$ cat src/asfl_pkg.sv
// package: constants, register map and field layout of the converter status logic
// Function
// - sixteen-bit status word, read only, resets to all zeros
// - calibration-done bit 15 set by hardware when calibration completes
// - any write to adc_mode_cfg clears the calibration-done bit; here a completion in the same cycle wins and sets it
// - bit 14 set on temperature conversion over- or underrange
// - erroneous conversions stored clamped to negative or positive full scale
// - in-range temperature result written to temperature_result clears bit 14
// - bit 13 set on voltage conversion over- or underrange
// - in-range voltage result written to voltage_result clears bit 13
// - bit 12 set on current conversion over- or underrange
// - in-range current result written to current_result clears bit 12
// - threshold bit 4 meaningful only while current comparator enabled
// - threshold bit set when absolute current result exceeds current_threshold_value
// - with counting in use, set only when exceed count equals threshold_count_value
// - gross-overrange bit 3 evaluated only while overrange detection enabled
// - gross-overrange bit set when current input grossly overranged
// - gross-overrange bit re-evaluated every 125 microseconds
// - gross-overrange bit sticky until enable bit 2 cleared or gain written
// - lower eight status bits masked by adc_irq_mask, ORed into one interrupt
`default_nettype none
package asfl_pkg;
   // widths
   localparam int ASFL_DATA_W   = 16;
   localparam int ASFL_RAW_W    = 18;
   localparam int ASFL_BYTE_W   = 8;
   localparam int ASFL_CNT_W    = 16;
   localparam int ASFL_NUM_CH   = 3;
   localparam int ASFL_CH_CUR   = 0;
   localparam int ASFL_CH_VOLT  = 1;
   localparam int ASFL_CH_TEMP  = 2;
   // register byte addresses
   localparam logic [31:0] ASFL_A_STATUS  = 32'hFFFF0500;
   localparam logic [31:0] ASFL_A_MASK    = 32'hFFFF0504;
   localparam logic [31:0] ASFL_A_MODE    = 32'hFFFF0508;
   localparam logic [31:0] ASFL_A_CUR     = 32'hFFFF0510;
   localparam logic [31:0] ASFL_A_VOLT    = 32'hFFFF0514;
   localparam logic [31:0] ASFL_A_TEMP    = 32'hFFFF0518;
   localparam logic [31:0] ASFL_A_SETUP   = 32'hFFFF051C;
   localparam logic [31:0] ASFL_A_THRESH  = 32'hFFFF0520;
   localparam logic [31:0] ASFL_A_CLIMIT  = 32'hFFFF0524;
   localparam logic [31:0] ASFL_A_CVALUE  = 32'hFFFF0528;
   localparam logic [31:0] ASFL_A_GAIN    = 32'hFFFF052C;
   localparam logic [31:0] ASFL_A_COUNT   = 32'hFFFF0530;
   // status field positions
   localparam int ASFL_STA_CAL   = 15;
   localparam int ASFL_STA_TERR  = 14;
   localparam int ASFL_STA_VERR  = 13;
   localparam int ASFL_STA_CERR  = 12;
   localparam int ASFL_STA_THR   = 4;
   localparam int ASFL_STA_GOVR  = 3;
   localparam int ASFL_RSV_HI    = 11;
   localparam int ASFL_RSV_LO    = 5;
   // adc_setup_cfg field positions
   localparam int ASFL_CFG_OVR_EN = 2;
   localparam int ASFL_CFG_CMP_EN = 3;
   // reset values and clamp codes
   localparam logic [15:0] ASFL_STA_RST = 16'h0000;
   localparam logic [7:0]  ASFL_BYTE_RST = 8'h00;
   localparam logic [15:0] ASFL_WORD_RST = 16'h0000;
   localparam logic [15:0] ASFL_POS_FS   = 16'h7FFF;
   localparam logic [15:0] ASFL_NEG_FS   = 16'h8000;
   // gross-overrange evaluation interval
   localparam int ASFL_CLK_PERIOD_NS = 10;
   localparam int ASFL_OVR_PERIOD_NS = 125000;
   localparam int ASFL_OVR_TICKS     = ASFL_OVR_PERIOD_NS / ASFL_CLK_PERIOD_NS;
endpackage
`default_nettype wire

$ cat src/asfl_conv_if.sv
// interface: one conversion channel between the status logic and its clamp stage
`timescale 1ns/1ps
`default_nettype none
interface asfl_conv_if
   import asfl_pkg::*;
();
   logic                         valid;
   logic signed [ASFL_RAW_W-1:0] raw;
   logic [ASFL_DATA_W-1:0]       result;
   logic                         err;
   logic                         wr;

   modport src  (output valid, output raw, input result, input err, input wr);
   modport chan (input valid, input raw, output result, output err, output wr);
endinterface
`default_nettype wire

$ cat src/asfl_chan.sv
// module: per-channel range check, result clamp and error flag of the latest conversion
`timescale 1ns/1ps
`default_nettype none
module asfl_chan
   import asfl_pkg::*;
(
   // clock and reset
   input  wire logic pclk,
   input  wire logic presetn,
   // conversion channel
   asfl_conv_if.chan port
);
   wire logic over_w;
   wire logic under_w;
   wire logic [ASFL_DATA_W-1:0] next_result;

   assign over_w      = port.raw > $signed({{(ASFL_RAW_W-ASFL_DATA_W+1){1'b0}}, ASFL_POS_FS[14:0]});
   assign under_w     = port.raw < $signed({{(ASFL_RAW_W-ASFL_DATA_W+1){1'b1}}, ASFL_NEG_FS[14:0]});
   // clamp to full scale on range error
   assign next_result = over_w  ? ASFL_POS_FS :
                        under_w ? ASFL_NEG_FS :
                        port.raw[ASFL_DATA_W-1:0];

   always_ff @(posedge pclk or negedge presetn)
   begin
      if (!presetn)
      begin
         port.result <= ASFL_WORD_RST;
         port.err    <= 1'b0;
         port.wr     <= 1'b0;
      end
      else
      begin
         port.wr <= port.valid;
         if (port.valid)
         begin
            port.result <= next_result;
            port.err    <= over_w | under_w;
         end
      end
   end
endmodule
`default_nettype wire

$ cat src/asfl_top.sv
// module: converter status word, result registers and flag logic behind an APB slave
//
// Chosen here: the APB slave port.
`timescale 1ns/1ps
`default_nettype none
module asfl_top
   import asfl_pkg::*;
#(
   parameter int OVR_TICKS = ASFL_OVR_TICKS
)
(
   // clock and reset
   input  wire logic                         pclk,
   input  wire logic                         presetn,
   // apb slave
   input  wire logic [31:0]                  paddr,
   input  wire logic                         psel,
   input  wire logic                         penable,
   input  wire logic                         pwrite,
   input  wire logic [31:0]                  pwdata,
   output logic [31:0]                       prdata,
   output logic                              pready,
   output logic                              pslverr,
   // converter events from the filter stage
   input  wire logic                         cal_done,
   input  wire logic                         cur_valid,
   input  wire logic signed [ASFL_RAW_W-1:0] cur_raw,
   input  wire logic                         volt_valid,
   input  wire logic signed [ASFL_RAW_W-1:0] volt_raw,
   input  wire logic                         temp_valid,
   input  wire logic signed [ASFL_RAW_W-1:0] temp_raw,
   // gross overrange comparator, asynchronous
   input  wire logic                         gross_ovr_in,
   // configuration to the analog front end
   output logic [ASFL_BYTE_W-1:0]            adc_mode_cfg,
   output logic [ASFL_BYTE_W-1:0]            adc_setup_cfg,
   output logic [ASFL_BYTE_W-1:0]            current_gain_ctrl,
   // converter interrupt
   output logic                              adc_irq
);
   localparam int TICK_W = $clog2(OVR_TICKS + 1);
   localparam logic [TICK_W-1:0] TICK_LAST = TICK_W'(OVR_TICKS - 1);

   ////////////////////////////////////////////////////////////////////////////
   // state
   logic                     cal_flag;
   logic                     thr_flag;
   logic                     govr_flag;
   logic [ASFL_BYTE_W-1:0]   adc_irq_mask;
   logic [ASFL_DATA_W-1:0]   current_threshold_value;
   logic [ASFL_DATA_W-1:0]   threshold_count_limit;
   logic [ASFL_DATA_W-1:0]   threshold_count_value;
   logic [ASFL_CNT_W-1:0]    thr_cnt;
   logic [TICK_W-1:0]        tick_cnt;
   logic                     ovr_meta;
   logic                     ovr_sync;

   ////////////////////////////////////////////////////////////////////////////
   // conversion channels
   asfl_conv_if conv_if [ASFL_NUM_CH] ();

   wire logic [ASFL_NUM_CH-1:0]         ch_valid;
   wire logic signed [ASFL_RAW_W-1:0]   ch_raw [ASFL_NUM_CH];
   wire logic [ASFL_DATA_W-1:0]         ch_result [ASFL_NUM_CH];
   wire logic [ASFL_NUM_CH-1:0]         ch_err;
   wire logic [ASFL_NUM_CH-1:0]         ch_wr;

   assign ch_valid               = {temp_valid, volt_valid, cur_valid};
   assign ch_raw[ASFL_CH_CUR]    = cur_raw;
   assign ch_raw[ASFL_CH_VOLT]   = volt_raw;
   assign ch_raw[ASFL_CH_TEMP]   = temp_raw;

   genvar gi;
   generate
      for (gi = 0; gi < ASFL_NUM_CH; gi++)
      begin : g_ch
         assign conv_if[gi].valid = ch_valid[gi];
         assign conv_if[gi].raw   = ch_raw[gi];
         assign ch_result[gi]     = conv_if[gi].result;
         assign ch_err[gi]        = conv_if[gi].err;
         assign ch_wr[gi]         = conv_if[gi].wr;
         asfl_chan u_chan
         (
            .pclk    (pclk),
            .presetn (presetn),
            .port    (conv_if[gi].chan)
         );
      end
   endgenerate

   ////////////////////////////////////////////////////////////////////////////
   // apb decode
   wire logic apb_acc;
   wire logic apb_wr;
   wire logic hit_status;
   wire logic hit_mask;
   wire logic hit_mode;
   wire logic hit_cur;
   wire logic hit_volt;
   wire logic hit_temp;
   wire logic hit_setup;
   wire logic hit_thresh;
   wire logic hit_climit;
   wire logic hit_cvalue;
   wire logic hit_gain;
   wire logic hit_count;
   wire logic hit_any;
   wire logic ro_hit;
   wire logic mode_wr;
   wire logic mask_wr;
   wire logic setup_wr;
   wire logic thresh_wr;
   wire logic climit_wr;
   wire logic cvalue_wr;
   wire logic gain_wr;

   assign apb_acc    = psel & penable;
   assign apb_wr     = apb_acc & pwrite;
   assign hit_status = paddr == ASFL_A_STATUS;
   assign hit_mask   = paddr == ASFL_A_MASK;
   assign hit_mode   = paddr == ASFL_A_MODE;
   assign hit_cur    = paddr == ASFL_A_CUR;
   assign hit_volt   = paddr == ASFL_A_VOLT;
   assign hit_temp   = paddr == ASFL_A_TEMP;
   assign hit_setup  = paddr == ASFL_A_SETUP;
   assign hit_thresh = paddr == ASFL_A_THRESH;
   assign hit_climit = paddr == ASFL_A_CLIMIT;
   assign hit_cvalue = paddr == ASFL_A_CVALUE;
   assign hit_gain   = paddr == ASFL_A_GAIN;
   assign hit_count  = paddr == ASFL_A_COUNT;
   assign ro_hit     = hit_status | hit_cur | hit_volt | hit_temp | hit_count;
   assign hit_any    = ro_hit | hit_mask | hit_mode | hit_setup | hit_thresh
                     | hit_climit | hit_cvalue | hit_gain;
   // writes to read-only words are dropped silently
   assign mode_wr    = apb_wr & hit_mode;
   assign mask_wr    = apb_wr & hit_mask;
   assign setup_wr   = apb_wr & hit_setup;
   assign thresh_wr  = apb_wr & hit_thresh;
   assign climit_wr  = apb_wr & hit_climit;
   assign cvalue_wr  = apb_wr & hit_cvalue;
   assign gain_wr    = apb_wr & hit_gain;

   assign pready     = 1'b1;
   assign pslverr    = apb_acc & ~hit_any;

   ////////////////////////////////////////////////////////////////////////////
   // status word and interrupt
   wire logic [ASFL_DATA_W-1:0] status_word;
   wire logic                   cmp_en;
   wire logic                   ovr_en;

   assign cmp_en = adc_setup_cfg[ASFL_CFG_CMP_EN];
   assign ovr_en = adc_setup_cfg[ASFL_CFG_OVR_EN];

   // reserved and ready positions read zero
   assign status_word = {cal_flag,
                         ch_err[ASFL_CH_TEMP],
                         ch_err[ASFL_CH_VOLT],
                         ch_err[ASFL_CH_CUR],
                         7'h00,
                         thr_flag & cmp_en,
                         govr_flag,
                         3'h0};

   assign adc_irq = |(status_word[ASFL_BYTE_W-1:0] & adc_irq_mask);

   ////////////////////////////////////////////////////////////////////////////
   // read mux
   wire logic [31:0] rd_mux;

   assign rd_mux = hit_status ? {16'h0000, status_word} :
                   hit_mask   ? {24'h000000, adc_irq_mask} :
                   hit_mode   ? {24'h000000, adc_mode_cfg} :
                   hit_cur    ? {16'h0000, ch_result[ASFL_CH_CUR]} :
                   hit_volt   ? {16'h0000, ch_result[ASFL_CH_VOLT]} :
                   hit_temp   ? {16'h0000, ch_result[ASFL_CH_TEMP]} :
                   hit_setup  ? {24'h000000, adc_setup_cfg} :
                   hit_thresh ? {16'h0000, current_threshold_value} :
                   hit_climit ? {16'h0000, threshold_count_limit} :
                   hit_cvalue ? {16'h0000, threshold_count_value} :
                   hit_gain   ? {24'h000000, current_gain_ctrl} :
                   hit_count  ? {16'h0000, thr_cnt} :
                                32'h00000000;

   always_ff @(posedge pclk or negedge presetn)
   begin
      if (!presetn)
         prdata <= 32'h00000000;
      else if (psel & ~penable & ~pwrite)
         prdata <= rd_mux;
   end

   ////////////////////////////////////////////////////////////////////////////
   // software registers
   always_ff @(posedge pclk or negedge presetn)
   begin
      if (!presetn)
      begin
         adc_irq_mask            <= ASFL_BYTE_RST;
         adc_mode_cfg            <= ASFL_BYTE_RST;
         adc_setup_cfg           <= ASFL_BYTE_RST;
         current_gain_ctrl       <= ASFL_BYTE_RST;
         current_threshold_value <= ASFL_WORD_RST;
         threshold_count_limit   <= ASFL_WORD_RST;
         threshold_count_value   <= ASFL_WORD_RST;
      end
      else
      begin
         if (mask_wr)   adc_irq_mask            <= pwdata[ASFL_BYTE_W-1:0];
         if (mode_wr)   adc_mode_cfg            <= pwdata[ASFL_BYTE_W-1:0];
         if (setup_wr)  adc_setup_cfg           <= pwdata[ASFL_BYTE_W-1:0];
         if (gain_wr)   current_gain_ctrl       <= pwdata[ASFL_BYTE_W-1:0];
         if (thresh_wr) current_threshold_value <= pwdata[ASFL_DATA_W-1:0];
         if (climit_wr) threshold_count_limit   <= pwdata[ASFL_DATA_W-1:0];
         if (cvalue_wr) threshold_count_value   <= pwdata[ASFL_DATA_W-1:0];
      end
   end

   ////////////////////////////////////////////////////////////////////////////
   // calibration flag: a completion in the same cycle as a mode write wins
   wire logic next_cal;

   assign next_cal = cal_done ? 1'b1 :
                     mode_wr  ? 1'b0 :
                                cal_flag;

   always_ff @(posedge pclk or negedge presetn)
   begin
      if (!presetn)
         cal_flag <= 1'b0;
      else
         cal_flag <= next_cal;
   end

   ////////////////////////////////////////////////////////////////////////////
   // comparator threshold and exceed counter
   wire logic                  cur_neg;
   wire logic [ASFL_DATA_W:0]  cur_abs;
   wire logic                  exceed;
   wire logic                  cnt_mode;
   wire logic [ASFL_CNT_W-1:0] next_cnt;
   wire logic                  next_thr;

   assign cur_neg  = ch_result[ASFL_CH_CUR][ASFL_DATA_W-1];
   assign cur_abs  = cur_neg ? (ASFL_DATA_W+1)'(17'h00000 - {1'b1, ch_result[ASFL_CH_CUR]})
                             : {1'b0, ch_result[ASFL_CH_CUR]};
   assign exceed   = ch_wr[ASFL_CH_CUR] && cur_abs > {1'b0, current_threshold_value};
   assign cnt_mode = threshold_count_limit != ASFL_WORD_RST;
   // counter saturates at all ones
   assign next_cnt = !cmp_en || climit_wr || cvalue_wr ? ASFL_WORD_RST :
                     exceed && thr_cnt != {ASFL_CNT_W{1'b1}} ? ASFL_CNT_W'(thr_cnt + 1'b1) :
                     thr_cnt;
   assign next_thr = !cmp_en                                        ? 1'b0 :
                     exceed && !cnt_mode                            ? 1'b1 :
                     exceed && next_cnt == threshold_count_value    ? 1'b1 :
                                                                      thr_flag;

   always_ff @(posedge pclk or negedge presetn)
   begin
      if (!presetn)
      begin
         thr_cnt  <= ASFL_WORD_RST;
         thr_flag <= 1'b0;
      end
      else
      begin
         thr_cnt  <= next_cnt;
         thr_flag <= next_thr;
      end
   end

   ////////////////////////////////////////////////////////////////////////////
   // gross overrange: synchronise, sample every interval, hold until cleared
   wire logic tick;
   wire logic next_govr;

   assign tick      = tick_cnt == TICK_LAST;
   assign next_govr = !ovr_en              ? 1'b0 :
                      tick && ovr_sync     ? 1'b1 :
                      gain_wr              ? 1'b0 :
                                             govr_flag;

   always_ff @(posedge pclk or negedge presetn)
   begin
      if (!presetn)
      begin
         ovr_meta  <= 1'b0;
         ovr_sync  <= 1'b0;
         tick_cnt  <= '0;
         govr_flag <= 1'b0;
      end
      else
      begin
         ovr_meta  <= gross_ovr_in;
         ovr_sync  <= ovr_meta;
         tick_cnt  <= tick ? '0 : TICK_W'(tick_cnt + 1'b1);
         govr_flag <= next_govr;
      end
   end
endmodule
`default_nettype wire
$ cat config.mk
export PLATFORM = sky130hd
export DESIGN_NAME = asfl_top
export DESIGN_NICKNAME = d
export VERILOG_FILES = /design/src/asfl_pkg.sv /design/src/asfl_conv_if.sv /design/src/asfl_chan.sv /design/src/asfl_top.sv
export SDC_FILE = /design/constraint.sdc
export NUM_CORES = 1
export LEC_CHECK = 0
export BUFFER_PORTS_ARGS = -buffer_cell sky130_fd_sc_hd__buf_2
export CORE_MARGIN = 2
export CORE_UTILIZATION = 35
export CTS_CLUSTER_DIAMETER = 120
export DETAILED_ROUTE_END_ITERATION = 8
export PLACE_DENSITY_LB_ADDON = 0.1
export RECOVER_POWER = 100
export SYNTH_ARGS = -nofsm -noshare
export SYNTH_HDL_FRONTEND = slang
export SYNTH_SLANG_ARGS = --single-unit
$ cat constraint.sdc
create_clock -name pclk -period 4.94 [get_ports pclk]
set_input_delay 0.494 -clock pclk [delete_from_list [all_inputs] [get_ports pclk]]
set_output_delay 0.494 -clock pclk [all_outputs]
set_load 0.03 [all_outputs]
* Yosys cells after proc, flatten, opt, wreduce, memory -nomap -nowiden
Index checks and enable logic that the tools add are counted.
Widths: inputs -> output; s select.
** Operators by class
- $add $sub $neg :: 3
- $lt $le $gt $ge :: 7
- Equality and inequality tests :: 17
- Multiplexer cells :: 30
- Bitwise operators :: 31
- Reductions and logical operators :: 12
** Operators with widths (count)
- $eq 32x32->1 const B :: 12
- $mux 16 :: 20
- $gt 18x16->1 const B :: 3
- $lt 18x16->1 const B :: 3
- $gt 17x16->1 :: 1
- $mux 17 :: 1
- $sub 1x17->17 const A :: 1
- $add 16x1->16 const B :: 1
- $eq 16x16->1 :: 1
- $ne 16x16->1 const B :: 1
- $reduce_bool 16->1 :: 1
- $add 14x1->14 const B :: 1
- $eq 14x14->1 const B :: 1
- $mux 14 :: 1
- $or 1x1->1 :: 14
- $and 1x1->1 :: 13
- $and 5x8->8 :: 1
- $mux 1 :: 8
- $reduce_or 8->1 :: 1
- $ne 3x1->1 const B :: 2
- $logic_and 1x1->1 :: 5
- $not 1->1 :: 3
- $logic_not 1->1 :: 2
- $logic_or 1x1->1 :: 2
- $reduce_bool 2->1 :: 1
** Storage, ports and cells
- Register bits :: 199
- Input bits :: 128
- Output and inout port bits :: 59
- Logic and storage cells :: 122

* Longest topological paths before layout
Gate-level depths: netlist of run 1.
- Depth after elaboration :: 14
- Mapped depth :: 18
- Gate-level depth less buffers :: 17

* Modules after synthesis
Synthesis of run 1 repeated with hierarchy kept, for this count alone.
** Second synthesis, totals
- Cells, all modules :: 1045
- Area total of the unflattened synthesis :: 10914.2 um2
** Modules (own cells, without submodules)
- asfl_top :: times used 1, cells each 760, area an instance 7855.0 um2, sequential area each 3278.1 um2
- asfl_chan :: times used 3, cells each 95, area an instance 1019.7 um2, sequential area each 450.4 um2

* Worst setup path before layout of run 1
Ideal clock, no wire load.
- Kind :: reg-to-reg
- From :: reg g_ch[0].u_chan.port.result[6]
- To :: reg thr_flag
- Library setup time :: 90 ps
- Data arrival time :: 4142 ps
- Required time :: 4850 ps
- Path slack :: 708 ps
- Stages on the path, launching flop included :: 18
- Path buffers :: 1
- Period minus slack after synthesis :: 4232 ps
- Cell sequence :: dfrtp_1 nor4_1 nand3_1 o21ai_0 nand2_1 xnor2_1 ha_1 and4_1 nand4_1 a31o_2 a211o_1 buf_2 or4_1 a21oi_1 xnor2_1 nand2_1 or4_4 o31ai_4
** On the way
- Longest elaborated chain between the ends :: 10
- Elaborated cells on any way between the ends :: 13
** RTL lines
- start: declaration :: line asfl_conv_if.sv:14 : modport chan (input valid, input raw, output result, output err, output wr);
- start signal: assignment :: line asfl_chan.sv:37 : port.result <= next_result;
- $sub 1x17->17 :: line asfl_top.sv:245 : assign cur_abs = cur_neg ? (ASFL_DATA_W+1)'(17'h00000 - {1'b1, ch_result[ASFL_CH_CUR]})
- $mux 17 (*) :: line asfl_top.sv:245
- $gt 17x16->1 (*) :: line asfl_top.sv:247 : assign exceed = ch_wr[ASFL_CH_CUR] && cur_abs > {1'b0, current_threshold_value};
- $logic_and 1x1->1 (*) :: line asfl_top.sv:247
- $logic_and 1x1->1 (*) :: line asfl_top.sv:251 : exceed && thr_cnt != {ASFL_CNT_W{1'b1}} ? ASFL_CNT_W'(thr_cnt + 1'b1) :
- $mux 16 (*) :: line asfl_top.sv:251
- $mux 16 (*) :: line asfl_top.sv:250 : assign next_cnt = !cmp_en || climit_wr || cvalue_wr ? ASFL_WORD_RST :
- net next_cnt[9] :: line asfl_top.sv:241 : wire logic [ASFL_CNT_W-1:0] next_cnt;
- $eq 16x16->1 (*) :: line asfl_top.sv:255 : exceed && next_cnt == threshold_count_value ? 1'b1 :
- $logic_and 1x1->1 (*) :: line asfl_top.sv:255
- $ne 3x1->1 (no line) (*)
- end signal: assignment :: line asfl_top.sv:268 : thr_flag <= next_thr;
- end: declaration :: line asfl_top.sv:47 : logic thr_flag;
Mark *: on every way through the listed nets, which the timed path passes. The rest lies on a longest branch.
A chain may end at the register's enable or synchronous reset.

* Worst setup path in the final report of run 1
- From :: reg g_ch[0].u_chan.port.result[4]
- To :: reg thr_flag
Same word-level chain as after synthesis.

==> results of run 1 <==
-- final timing paths --
check,start,to,slack (ns),cells after the start
hold / removal,gross_ovr_in,ovr_meta,0.16,1
max in group asynchronous,presetn,g_ch[0].u_chan.port.result[8],1.25,2
hold reg to reg,ovr_meta,ovr_sync,0.36,0
min in group asynchronous,presetn,tick_cnt[8],1.01,1
setup / recovery,g_ch[0].u_chan.port.result[4],thr_flag,0.30,16
setup reg to reg,g_ch[0].u_chan.port.result[4],thr_flag,0.30,16
-- cell usage after synthesis (5+ instances only) --
| master | n | area share, % |
|---|---|---|
| nor4_1 | 9 | 0.54 |
| and3_1 | 13 | 0.78 |
| o21ai_0 | 81 | 3.9 |
| o211ai_1 | 56 | 4.1 |
| a22oi_1 | 15 | 1.1 |
| nor3_1 | 14 | 0.68 |
| nor2b_1 | 8 | 0.48 |
| ha_1 | 19 | 2.3 |
| dfrtp_1 | 183 | 44 |
| inv_1 | 67 | 2.4 |
| buf_4 | 18 | 1.3 |
| a21oi_1 | 46 | 2.2 |
| nand2_1 | 130 | 4.7 |
| or3_1 | 7 | 0.42 |
| mux2_2 | 86 | 9.3 |
| xor2_1 | 12 | 1.0 |
| o221ai_1 | 5 | 0.42 |
| mux2i_1 | 8 | 0.77 |
| nand3_1 | 26 | 1.3 |
| a211oi_1 | 5 | 0.36 |
| xnor2_1 | 28 | 2.4 |
| clkbuf_1 | 49 | 1.8 |
| o31ai_1 | 5 | 0.36 |
| o2111ai_1 | 5 | 0.42 |
| buf_1 | 7 | 0.25 |
| and2_1 | 5 | 0.30 |
| nand4_1 | 12 | 0.72 |
| a221oi_1 | 19 | 1.6 |
| nor2_1 | 104 | 3.8 |
-- where the power goes --
part           internal (mW)  switching [mW]  total, mW
Clock                  0.874           0.600       1.47
Combinational          0.151           0.279      0.430
Sequential              1.55          0.0417       1.59
-- layer usage --
metal / GRT usage [%] / wire length (um)
met5: 0 / 18
met3: 4.11 / 1590
met2: 32.4 / 14600
met1: 30.8 / 15700
met4: 5.79 / 541
-- metrics by stage --
| stage | power, mW | setup slack [ns] | instance area (um2) | utilization (%) |
|---|---|---|---|---|
| final | 3.50 | 0.299 | 12000 | 40.7 |
| after global routing | 3.66 | 0.00546 | 12000 | 40.7 |
| after CTS | 3.55 | 0.269 | 12100 | 41.1 |
| after detailed placement | 2.06 | 0.253 | 11400 | 38.9 |
| after global placement | 2.05 | 0.317 | 11400 | 38.9 |
| after floorplan | 1.89 | 0.708 | 10400 | - |
-- kinds of logic after synthesis --
group                    after synthesis
AND/OR/NAND/NOR                      360
other                                  2
XOR/XNOR                              41
multiplexers                          96
AO/OA/AOI/OAI                        268
buffers and inverters                147
flip-flops                           183
adder cells (fa/ha/maj)               19
-- area by class of cell --
type	count	area [um2]
Timing Repair Buffer	169	793
Clock buffer	20	457
Tap cell	390	488
Fill cell	2962	17400
Multi-Input combinational cell	801	5220
Antenna cell	3	7.51
Clock inverter	11	173
Sequential cell	183	4580
Inverter	68	255
-- worst reg2reg max path, cell delays in order, from the launching register on --
cell,delay (ns)
dfrtp_1,0.45
nor4_1,0.34
nand2_1,0.17
or3_1,0.39
nand2_1,0.10
xnor2_1,0.08
ha_1,0.29
and4_1,0.24
nand4_1,0.14
a31o_2,0.30
a211o_1,0.42
or4_1,0.54
a21oi_1,0.22
xnor2_1,0.14
nand2_1,0.08
or4_4,0.52
o31ai_4,0.16
-- state kept, by name, summed over array words and instances, names as in the netlist, 3 cells and up --
signal,flops
adc_irq_mask,8
adc_setup_cfg,8
g_ch.u_chan.port.err,3
threshold_count_value,16
adc_mode_cfg,8
thr_cnt,16
threshold_count_limit,16
prdata,16
g_ch.u_chan.port.result,48
current_gain_ctrl,8
current_threshold_value,16
tick_cnt,14
-- what timing repair did --
item,CTS,global route
hold endpoints to repair,0,0
setup buffers,0,0
resized for setup,0,2
setup endpoints to repair,0,1
hold buffers,0,0
==> key figures, run 1 <==
Yosys
  • Post-synthesis adder-cell area fraction: 2.29%
  • Cell Area, Synth: 0.0104 mm2
  • Register area share after synthesis: 44.1%
  • Post-synth EDFFs: 0
  • Compound-Gate Fraction of Synth Area: 17.1%
  • XOR/XNOR Fraction of Synth Area: 3.53%
  • Post-synth top flop: dfrtp_1
  • #FFs+latches synth: 183
  • Mean Syn Cell Area: 9.30 um2
  • Synth Warn #: 0
  • Post-synthesis mux area share: 10.5%
  • Post-synthesis simple-gate area fraction: 16.3%
  • Largest family of logic cells by synthesized area: compound AO/OA/AOI/OAI gates
  • Synth cell types: 72
  • Post-Syn Instances: 1,116
  • Post-synth ARST share: 100%

Layout
  • Commonest non-fill, non-tap cell in the layout: dfrtp_1
  • Most frequent cells in the layout: dfrtp_1 (183), nand2_1 (130), buf_2 (107), nor2_1 (104), mux2_2 (86)
  • Share of cells above drive strength 1: 19.6%
  • Final cell count without fillers: 1,645
  • Layout Nets: 1,387
  • Area grow syn2layout: 15.3%

Run
  • Number of max-cap violations: 3

CTS
  • Clock latency on the worst-skew pair: 0.44 ns
  • CTS tree: yes
  • H-tree depth: 4
  • CTS buffer count: 17
  • Clock slew at reported path FFs: 0.07 ns
  • Clock buffer depth: 2
  • Clk root buf: clkbuf_16
  • CTS Sinks: 183

STA
  • Final Hold Fails: 0
  • Final Hold Slack: 0.160 ns
  • RSZ-0062 raised after global routing: false
  • Worst-Margin Slew: 3.06 ns
  • Min Tclk post-route: 4.64 ns
  • Final setup fails: 0
  • Max Clock Skew: 0.0101 ns
  • Post-route clock period utilization: 93.9%
  • Fmax: 215 MHz
  • Slew Limit Fails: 159
  • Fin Setup TNS: 0 ns
  • Slew HR: -104%

Worst setup path
  • CP most frequent cell: nand2_1
  • CP startpoint kind: flip-flop
  • Slowest cell on the critical path: or4_1
  • CP required: 5.30 ns
  • Slowest stage delay, CP: 0.54 ns
  • CP cell instances: nor4_1 > nand2_1 > or3_1 > nand2_1 > xnor2_1 > ha_1 > and4_1 > nand4_1 > a31o_2 > a211o_1 > or4_1 > a21oi_1 > xnor2_1 > nand2_1 > or4_4 > o31ai_4
  • CP arrival: 5.00 ns
  • CP delay by family, top: simple AND/OR/NAND/NOR gates
  • Worst Path Max Fanout: 9
  • Worst Setup End Kind: flip-flop
  • Kind of critical path: flip-flop to flip-flop
  • Bufs and invs on worst path: 0

Floorplan
  • Initial Util: 35.3%
  • Die area: 0.0311 mm2
  • I/O pin count: 187
  • Core box area: 0.0294 mm2
  • Row count: 63
  • Chip Width: 176 um
  • Chip height: 176 um

GRT
  • First-pass GRT wire length: 49,700 um
  • Vias in the first global route: 8,347
  • GR Util All Layers: 21.2%
  • Total congestion overflow: 0
  • Initial antenna violation count: 5
  • Largest net degree at the start of global routing: 118

Pwr
  • PwrDens: 292 mW/mm2
  • Worst vdd ir: 0.222 mV
  • Leakage power: 5.37 nW

Outcome
  • Failing checks: max-capacitance violations, max-slew violations
  • Status: finished with violations

Place
  • DP Wirelength: 24,400 um
  • PortBufs: 153
  • GP Congestion: 0.882
  • Inst Count DP: 1,611

Routing
  • Iter 0 DRT Violations: 501
  • DR pass1 iterations: 5
  • Final ANT Viol Nets: 0
  • Vias per cell: 5.25
  • Routed wire length: 32,500 um
  • Wire length per cell: 19.7 um
  • Drt drc: 0
  • Total vias in the final route: 8,643

Worst hold path
  • Worst hold path class: input pin to flip-flop
Power figures use the tool's default switching activity.
==> run 2: changes to the inputs <==
--- a/config.mk
+++ b/config.mk
@@ -6,7 +6,7 @@
 export NUM_CORES = 1
 export LEC_CHECK = 0
 export BUFFER_PORTS_ARGS = -buffer_cell sky130_fd_sc_hd__buf_2
-export CORE_MARGIN = 2
+export CORE_MARGIN = 8
 export CORE_UTILIZATION = 35
 export CTS_CLUSTER_DIAMETER = 120
 export DETAILED_ROUTE_END_ITERATION = 8
==> run 2 against run 1 <==
The run still ends with max-capacitance violations, max-slew violations left. Sequential cell count unchanged. Fmax is 0.34% higher. Combinational power about the same. Total power down 3.4%. Sequential power hardly changed. Wire length grew 2.6%. Clock skew is essentially flat. Critical path depth shrank 9. Die area grew 14%. Sequential share of layout area grew 0.27 points. Setup slack improved by 0.015 ns. Critical endpoint is now pslverr. Highest routed layer unchanged.
==> key figures, run 2 (synthesized netlist as in run 1, its figures left out) <==
Layout
  • Post-route design area: 0.0119 mm2
  • Multi-input logic area: 0.00522 mm2
  • Most flops, register: g_ch.u_chan.port.result
  • Number of flip-flops in the largest register: 48
  • FILL cells: 3,028
  • Most frequent cells in the layout: dfrtp_1 (183), nand2_1 (130), buf_2 (107), nor2_1 (104), mux2_2 (85)
  • Area grow syn2layout: 14.5%
  • Inserted Diodes: 0
  • FF/Latch Area: 0.00458 mm2
  • Fin util: 40.4%
  • Commonest non-fill, non-tap cell in the layout: dfrtp_1
  • Layout Nets: 1,383
  • Share of cells above drive strength 1: 19.6%

Routing
  • DR pass1 iterations: 5
  • Iter 0 DRT Violations: 516
  • Routed wire length: 33,300 um
  • Vias per cell: 5.30
  • Drt drc: 0
  • Total vias in the final route: 8,694
  • Wire length per cell: 20.3 um
  • Final ANT Viol Nets: 0

GRT
  • Initial antenna violation count: 4
  • First-pass GRT wire length: 51,700 um
  • Vias in the first global route: 8,693
  • Largest net degree at the start of global routing: 94
  • Total congestion overflow: 0
  • GR Util All Layers: 18.6%

STA
  • Post-route clock period utilization: 93.6%
  • Slew HR: -67.9%
  • Worst-Margin Slew: 2.52 ns
  • Final Hold Fails: 0
  • Min Tclk post-route: 4.63 ns
  • Final setup fails: 0
  • Final Hold Slack: 0.149 ns
  • RSZ-0062 raised after global routing: false
  • Slew Limit Fails: 104
  • Fmax: 216 MHz
  • Max Clock Skew: 0.00993 ns
  • Fin Setup TNS: 0 ns

CTS
  • Clock latency on the worst-skew pair: 0.44 ns
  • Cts repair resizes: 0
  • CTS Sinks: 183
  • Clock slew at reported path FFs: 0.08 ns
  • CTS buffer count: 17
  • Clock buffer depth: 2
  • H-tree depth: 4
  • CTS tree: yes
  • Post-CTS Setup Inserts: 0
  • CTS Hold Buffers Added: 0
  • Clk root buf: clkbuf_16

Worst hold path
  • Worst Hold Launch: gross_ovr_in
  • Worst Hold End: ovr_meta
  • Hold path cells: 1
  • Worst hold path class: input pin to flip-flop

Pwr
  • Pwr Total: 3.38 mW
  • Leakage power: 5.33 nW
  • Worst vdd ir: 0.203 mV
  • PwrDens: 284 mW/mm2

Worst setup path
  • Reg-to-reg slack, setup: 0.36 ns
  • Crit Reg-Reg Endpoint: thr_flag
  • Reg-to-Reg Start: g_ch[0].u_chan.port.result[2]
  • Worst Path Max Fanout: 23
  • CP required: 4.45 ns
  • CP arrival: 4.13 ns
  • Worst Setup End Kind: output pin
  • Kind of critical path: input pin to output pin
  • CP startpoint kind: input pin
  • R2R cell count: 16

Place
  • PortBufs: 153
  • DP Wirelength: 25,300 um
  • GP Congestion: 0.871
  • Placed Area: 0.0114 mm2

Floorplan
  • Chip Width: 188 um
  • Core box area: 0.0294 mm2
  • Chip height: 188 um
  • Initial Util: 35.3%
  • Die area: 0.0354 mm2
  • Row count: 63
  • I/O pin count: 187

Outcome
  • Failing checks: max-capacitance violations, max-slew violations
  • Status: finished with violations

Run
  • Number of max-cap violations: 2
## run 2: area by class of cell
type / instances / share of cell area (%)
clock buffer: 17 / 3.58
clock inverter: 15 / 1.28
inverter: 68 / 2.15
multi-input combinational: 801 / 43.9
sequential: 183 / 38.5
tap: 390 / 4.10
timing repair buffer: 165 / 6.49
## run 2: report_power, final
part,internal (mW),leakage [nW],switching [mW]
logic,0.151,2.62,0.278
clock network,0.675,0.275,0.681
registers,1.55,2.44,0.0426
total,2.37,5.33,1.00
## run 2: routing by layer
metal / up-vias / track usage (%) / part of all wire (%)
met5: - / 0 / 0.13
met3: 54 / 4.79 / 5.4
li1: 4189 / - / -
met2: 218 / 28.5 / 45
met4: 8 / 5.94 / 2.3
met1: 4225 / 25.4 / 47
## run 2: worst max-delay path: stages
cell and delay, ns:
clkbuf_1 0.94, clkinv_1 0.64, nand2_1 0.27, nor2_1 0.12, nor3_1 0.77, nor4b_1 0.59
buf_2 0.31
## run 2: worst max path at each step
stage	startpoint	to	slack, ns
global route	g_ch[0].u_chan.port.result[4]	thr_flag	0.06
CTS	g_ch[0].u_chan.port.result[4]	thr_flag	0.20
global placement	g_ch[0].u_chan.port.result[4]	thr_flag	0.28
floorplan	g_ch[0].u_chan.port.result[6]	thr_flag	0.71
detailed placement	g_ch[0].u_chan.port.result[4]	thr_flag	0.21
finish	paddr[2]	pslverr	0.31
## run 2: through the flow
stage | instances | setup WS, ns
2_1_floorplan | 1131 | 0.708
3_3_place_gp | 1607 | 0.284
3_5_place_dp | 1607 | 0.207
4_1_cts | 1639 | 0.202
5_1_grt | 1639 | 0.0582
6_report | 1639 | 0.315
==> run 3: changes to the inputs <==
--- a/config.mk
+++ b/config.mk
@@ -11,7 +11,6 @@
 export CTS_CLUSTER_DIAMETER = 120
 export DETAILED_ROUTE_END_ITERATION = 8
 export PLACE_DENSITY_LB_ADDON = 0.1
-export RECOVER_POWER = 100
 export SYNTH_ARGS = -nofsm -noshare
 export SYNTH_HDL_FRONTEND = slang
 export SYNTH_SLANG_ARGS = --single-unit
==> constraint.sdc (replaced) <==
create_clock -name pclk -period 4 [get_ports pclk]
set_input_delay 0.4 -clock pclk [delete_from_list [all_inputs] [get_ports pclk]]
set_output_delay 0.4 -clock pclk [all_outputs]
set_load 0.03 [all_outputs]
==> run 3 against run 2 <==
Total power up 29%. Largest power group unchanged. The flow finishes with violations (negative setup slack). Sequential cell count unchanged. Wire length rose by 2.0%.
==> key figures, run 3 (synthesized netlist as in run 1, its figures left out) <==
Outcome
  • Status: finished with violations
  • Failing checks: negative setup slack

Place
  • PortBufs: 153
  • Inst Count DP: 1,653
  • DP Wirelength: 25,600 um
  • GP Congestion: 0.866
  • Placed Area: 0.0118 mm2

GRT
  • Initial antenna violation count: 4
  • Total congestion overflow: 0
  • Vias in the first global route: 8,860
  • First-pass GRT wire length: 52,800 um
  • GR Util All Layers: 19.1%
  • Largest net degree at the start of global routing: 110

Pwr
  • Leakage power: 5.84 nW
  • Worst vdd ir: 0.271 mV
  • PwrDens: 347 mW/mm2

CTS
  • Clock buffer depth: 2
  • CTS buffer count: 17
  • Clock latency on the worst-skew pair: 0.44 ns
  • CTS tree: yes
  • Clk root buf: clkbuf_16
  • Clock slew at reported path FFs: 0.07 ns
  • H-tree depth: 4
  • CTS Sinks: 183

STA
  • Final Hold Fails: 0
  • Worst-Margin Slew: 1.18 ns
  • RSZ-0062 raised after global routing: true
  • Fmax: 235 MHz
  • Slew HR: 20.6%
  • Slew Limit Fails: 0
  • Final Hold Slack: 0.0721 ns
  • Fin Setup TNS: -0.254 ns
  • Max Clock Skew: 0.0143 ns
  • Post-route setup slack: -0.254 ns
  • Post-route clock period utilization: 106%
  • Final setup fails: 1
  • Min Tclk post-route: 4.25 ns

Layout
  • Layout Nets: 1,434
  • Inserted Diodes: 0
  • Final cell count without fillers: 1,690
  • Commonest non-fill, non-tap cell in the layout: dfrtp_1
  • Area grow syn2layout: 20.8%
  • Number of flip-flops in the largest register: 48
  • Most frequent cells in the layout: dfrtp_1 (183), buf_2 (152), nand2_1 (129), nor2_1 (104), mux2_2 (86)
  • Most flops, register: g_ch.u_chan.port.result
  • Fin util: 42.6%
  • Post-route design area: 0.0125 mm2
  • Share of cells above drive strength 1: 28.3%

Worst hold path
  • Worst Hold Launch: gross_ovr_in
  • Worst Hold End: ovr_meta
  • Worst hold path class: input pin to flip-flop
  • Hold path cells: 1

Worst setup path
  • Worst Setup End Kind: flip-flop
  • CP cell instances: nor4_2 > nand2_1 > or3_4 > nand2_4 > xnor2_2 > ha_1 > and4_4 > nand4_1 > a31o_4 > a211o_4 > or4_4 > a21oi_4 > xnor2_1 > nand2_1 > or4_4 > o31ai_4
  • Crit Reg-Reg Endpoint: thr_flag
  • Slowest cell on the critical path: or4_4
  • Reg-to-Reg Start: g_ch[0].u_chan.port.result[3]
  • Worst Path Max Fanout: 6
  • Kind of critical path: flip-flop to flip-flop
  • CP arrival: 4.60 ns
  • Slowest stage delay, CP: 0.54 ns
  • CP required: 4.35 ns
  • CP startpoint kind: flip-flop
  • R2R cell count: 16
  • Reg-to-reg slack, setup: -0.25 ns

Run
  • Number of max-cap violations: 0

Routing
  • Wire length per cell: 20.1 um
  • DR pass1 iterations: 5
  • Vias per cell: 5.26
  • Iter 0 DRT Violations: 581
  • Routed wire length: 34,000 um
  • Total vias in the final route: 8,891
  • Final ANT Viol Nets: 0
  • Drt drc: 0

Floorplan
  • I/O pin count: 187
  • Core box area: 0.0294 mm2
  • Die area: 0.0354 mm2
  • Initial Util: 35.3%
  • Chip height: 188 um
  • Chip Width: 188 um
  • Row count: 63
[run 3: power by group]
part           switching (mW)  internal [mW]
logic                   0.382          0.256
registers              0.0442           1.91
clock network           0.794          0.958
[run 3: area by class of cell]
cell class	instances	area (um2)
Multi-Input combinational cell	801	5360
Tap cell	390	488
Sequential cell	183	4580
Clock inverter	13	155
Fill cell	2928	16900
Inverter	68	255
Clock buffer	19	443
Timing Repair Buffer	216	1260
[run 3: critical path: cells and delay by family (launching register included)]
family / cells / cell delay [ns]
AOI/OAI and AO/OA: 4 / 0.98
xor gates and xnor gates: 2 / 0.19
adders and majority gates: 1 / 0.30
DFF: 1 / 0.39
and+or+nand+nor: 9 / 2.31
[run 3: what timing repair did]
action | CTS | global route
hold buffers | 0 | 0
setup buffers | 5 | 0
gates resized for setup | 12 | 6
setup endpoints to repair | 1 | 1
pin swaps | 9 | 5
[run 3: stage by stage]
| stage | power [mW] | setup WS (ns) |
|---|---|---|
| 6_report | 4.35 | -0.254 |
| 5_1_grt | 4.55 | -0.400 |
| 4_1_cts | 4.39 | -0.226 |
| 3_5_place_dp | 2.61 | -0.344 |
| 3_3_place_gp | 2.60 | -0.266 |
| 2_1_floorplan | 2.33 | -0.108 |
[run 3: worst max-delay path by stage]
stage,startpoint,slack (ns),cells past startpoint,to
after floorplan,g_ch[0].u_chan.port.result[3],-0.11,16,thr_flag
after global placement,g_ch[0].u_chan.port.result[3],-0.27,16,thr_flag
after detailed placement,g_ch[0].u_chan.port.result[3],-0.34,16,thr_flag
after CTS,g_ch[0].u_chan.port.result[6],-0.23,16,thr_flag
after global routing,g_ch[0].u_chan.port.result[3],-0.40,16,thr_flag
final,g_ch[0].u_chan.port.result[3],-0.25,16,thr_flag
[run 3: layer usage]
metal	up-vias	part of all wire [%]	wire, um	GRT usage, %
met1	4311	47	15900	26.4
met2	213	45	15400	28.9
met4	8	2.5	833	6.45
met5	-	0.13	43	0
li1	4307	-	-	-
met3	52	5.4	1850	4.47
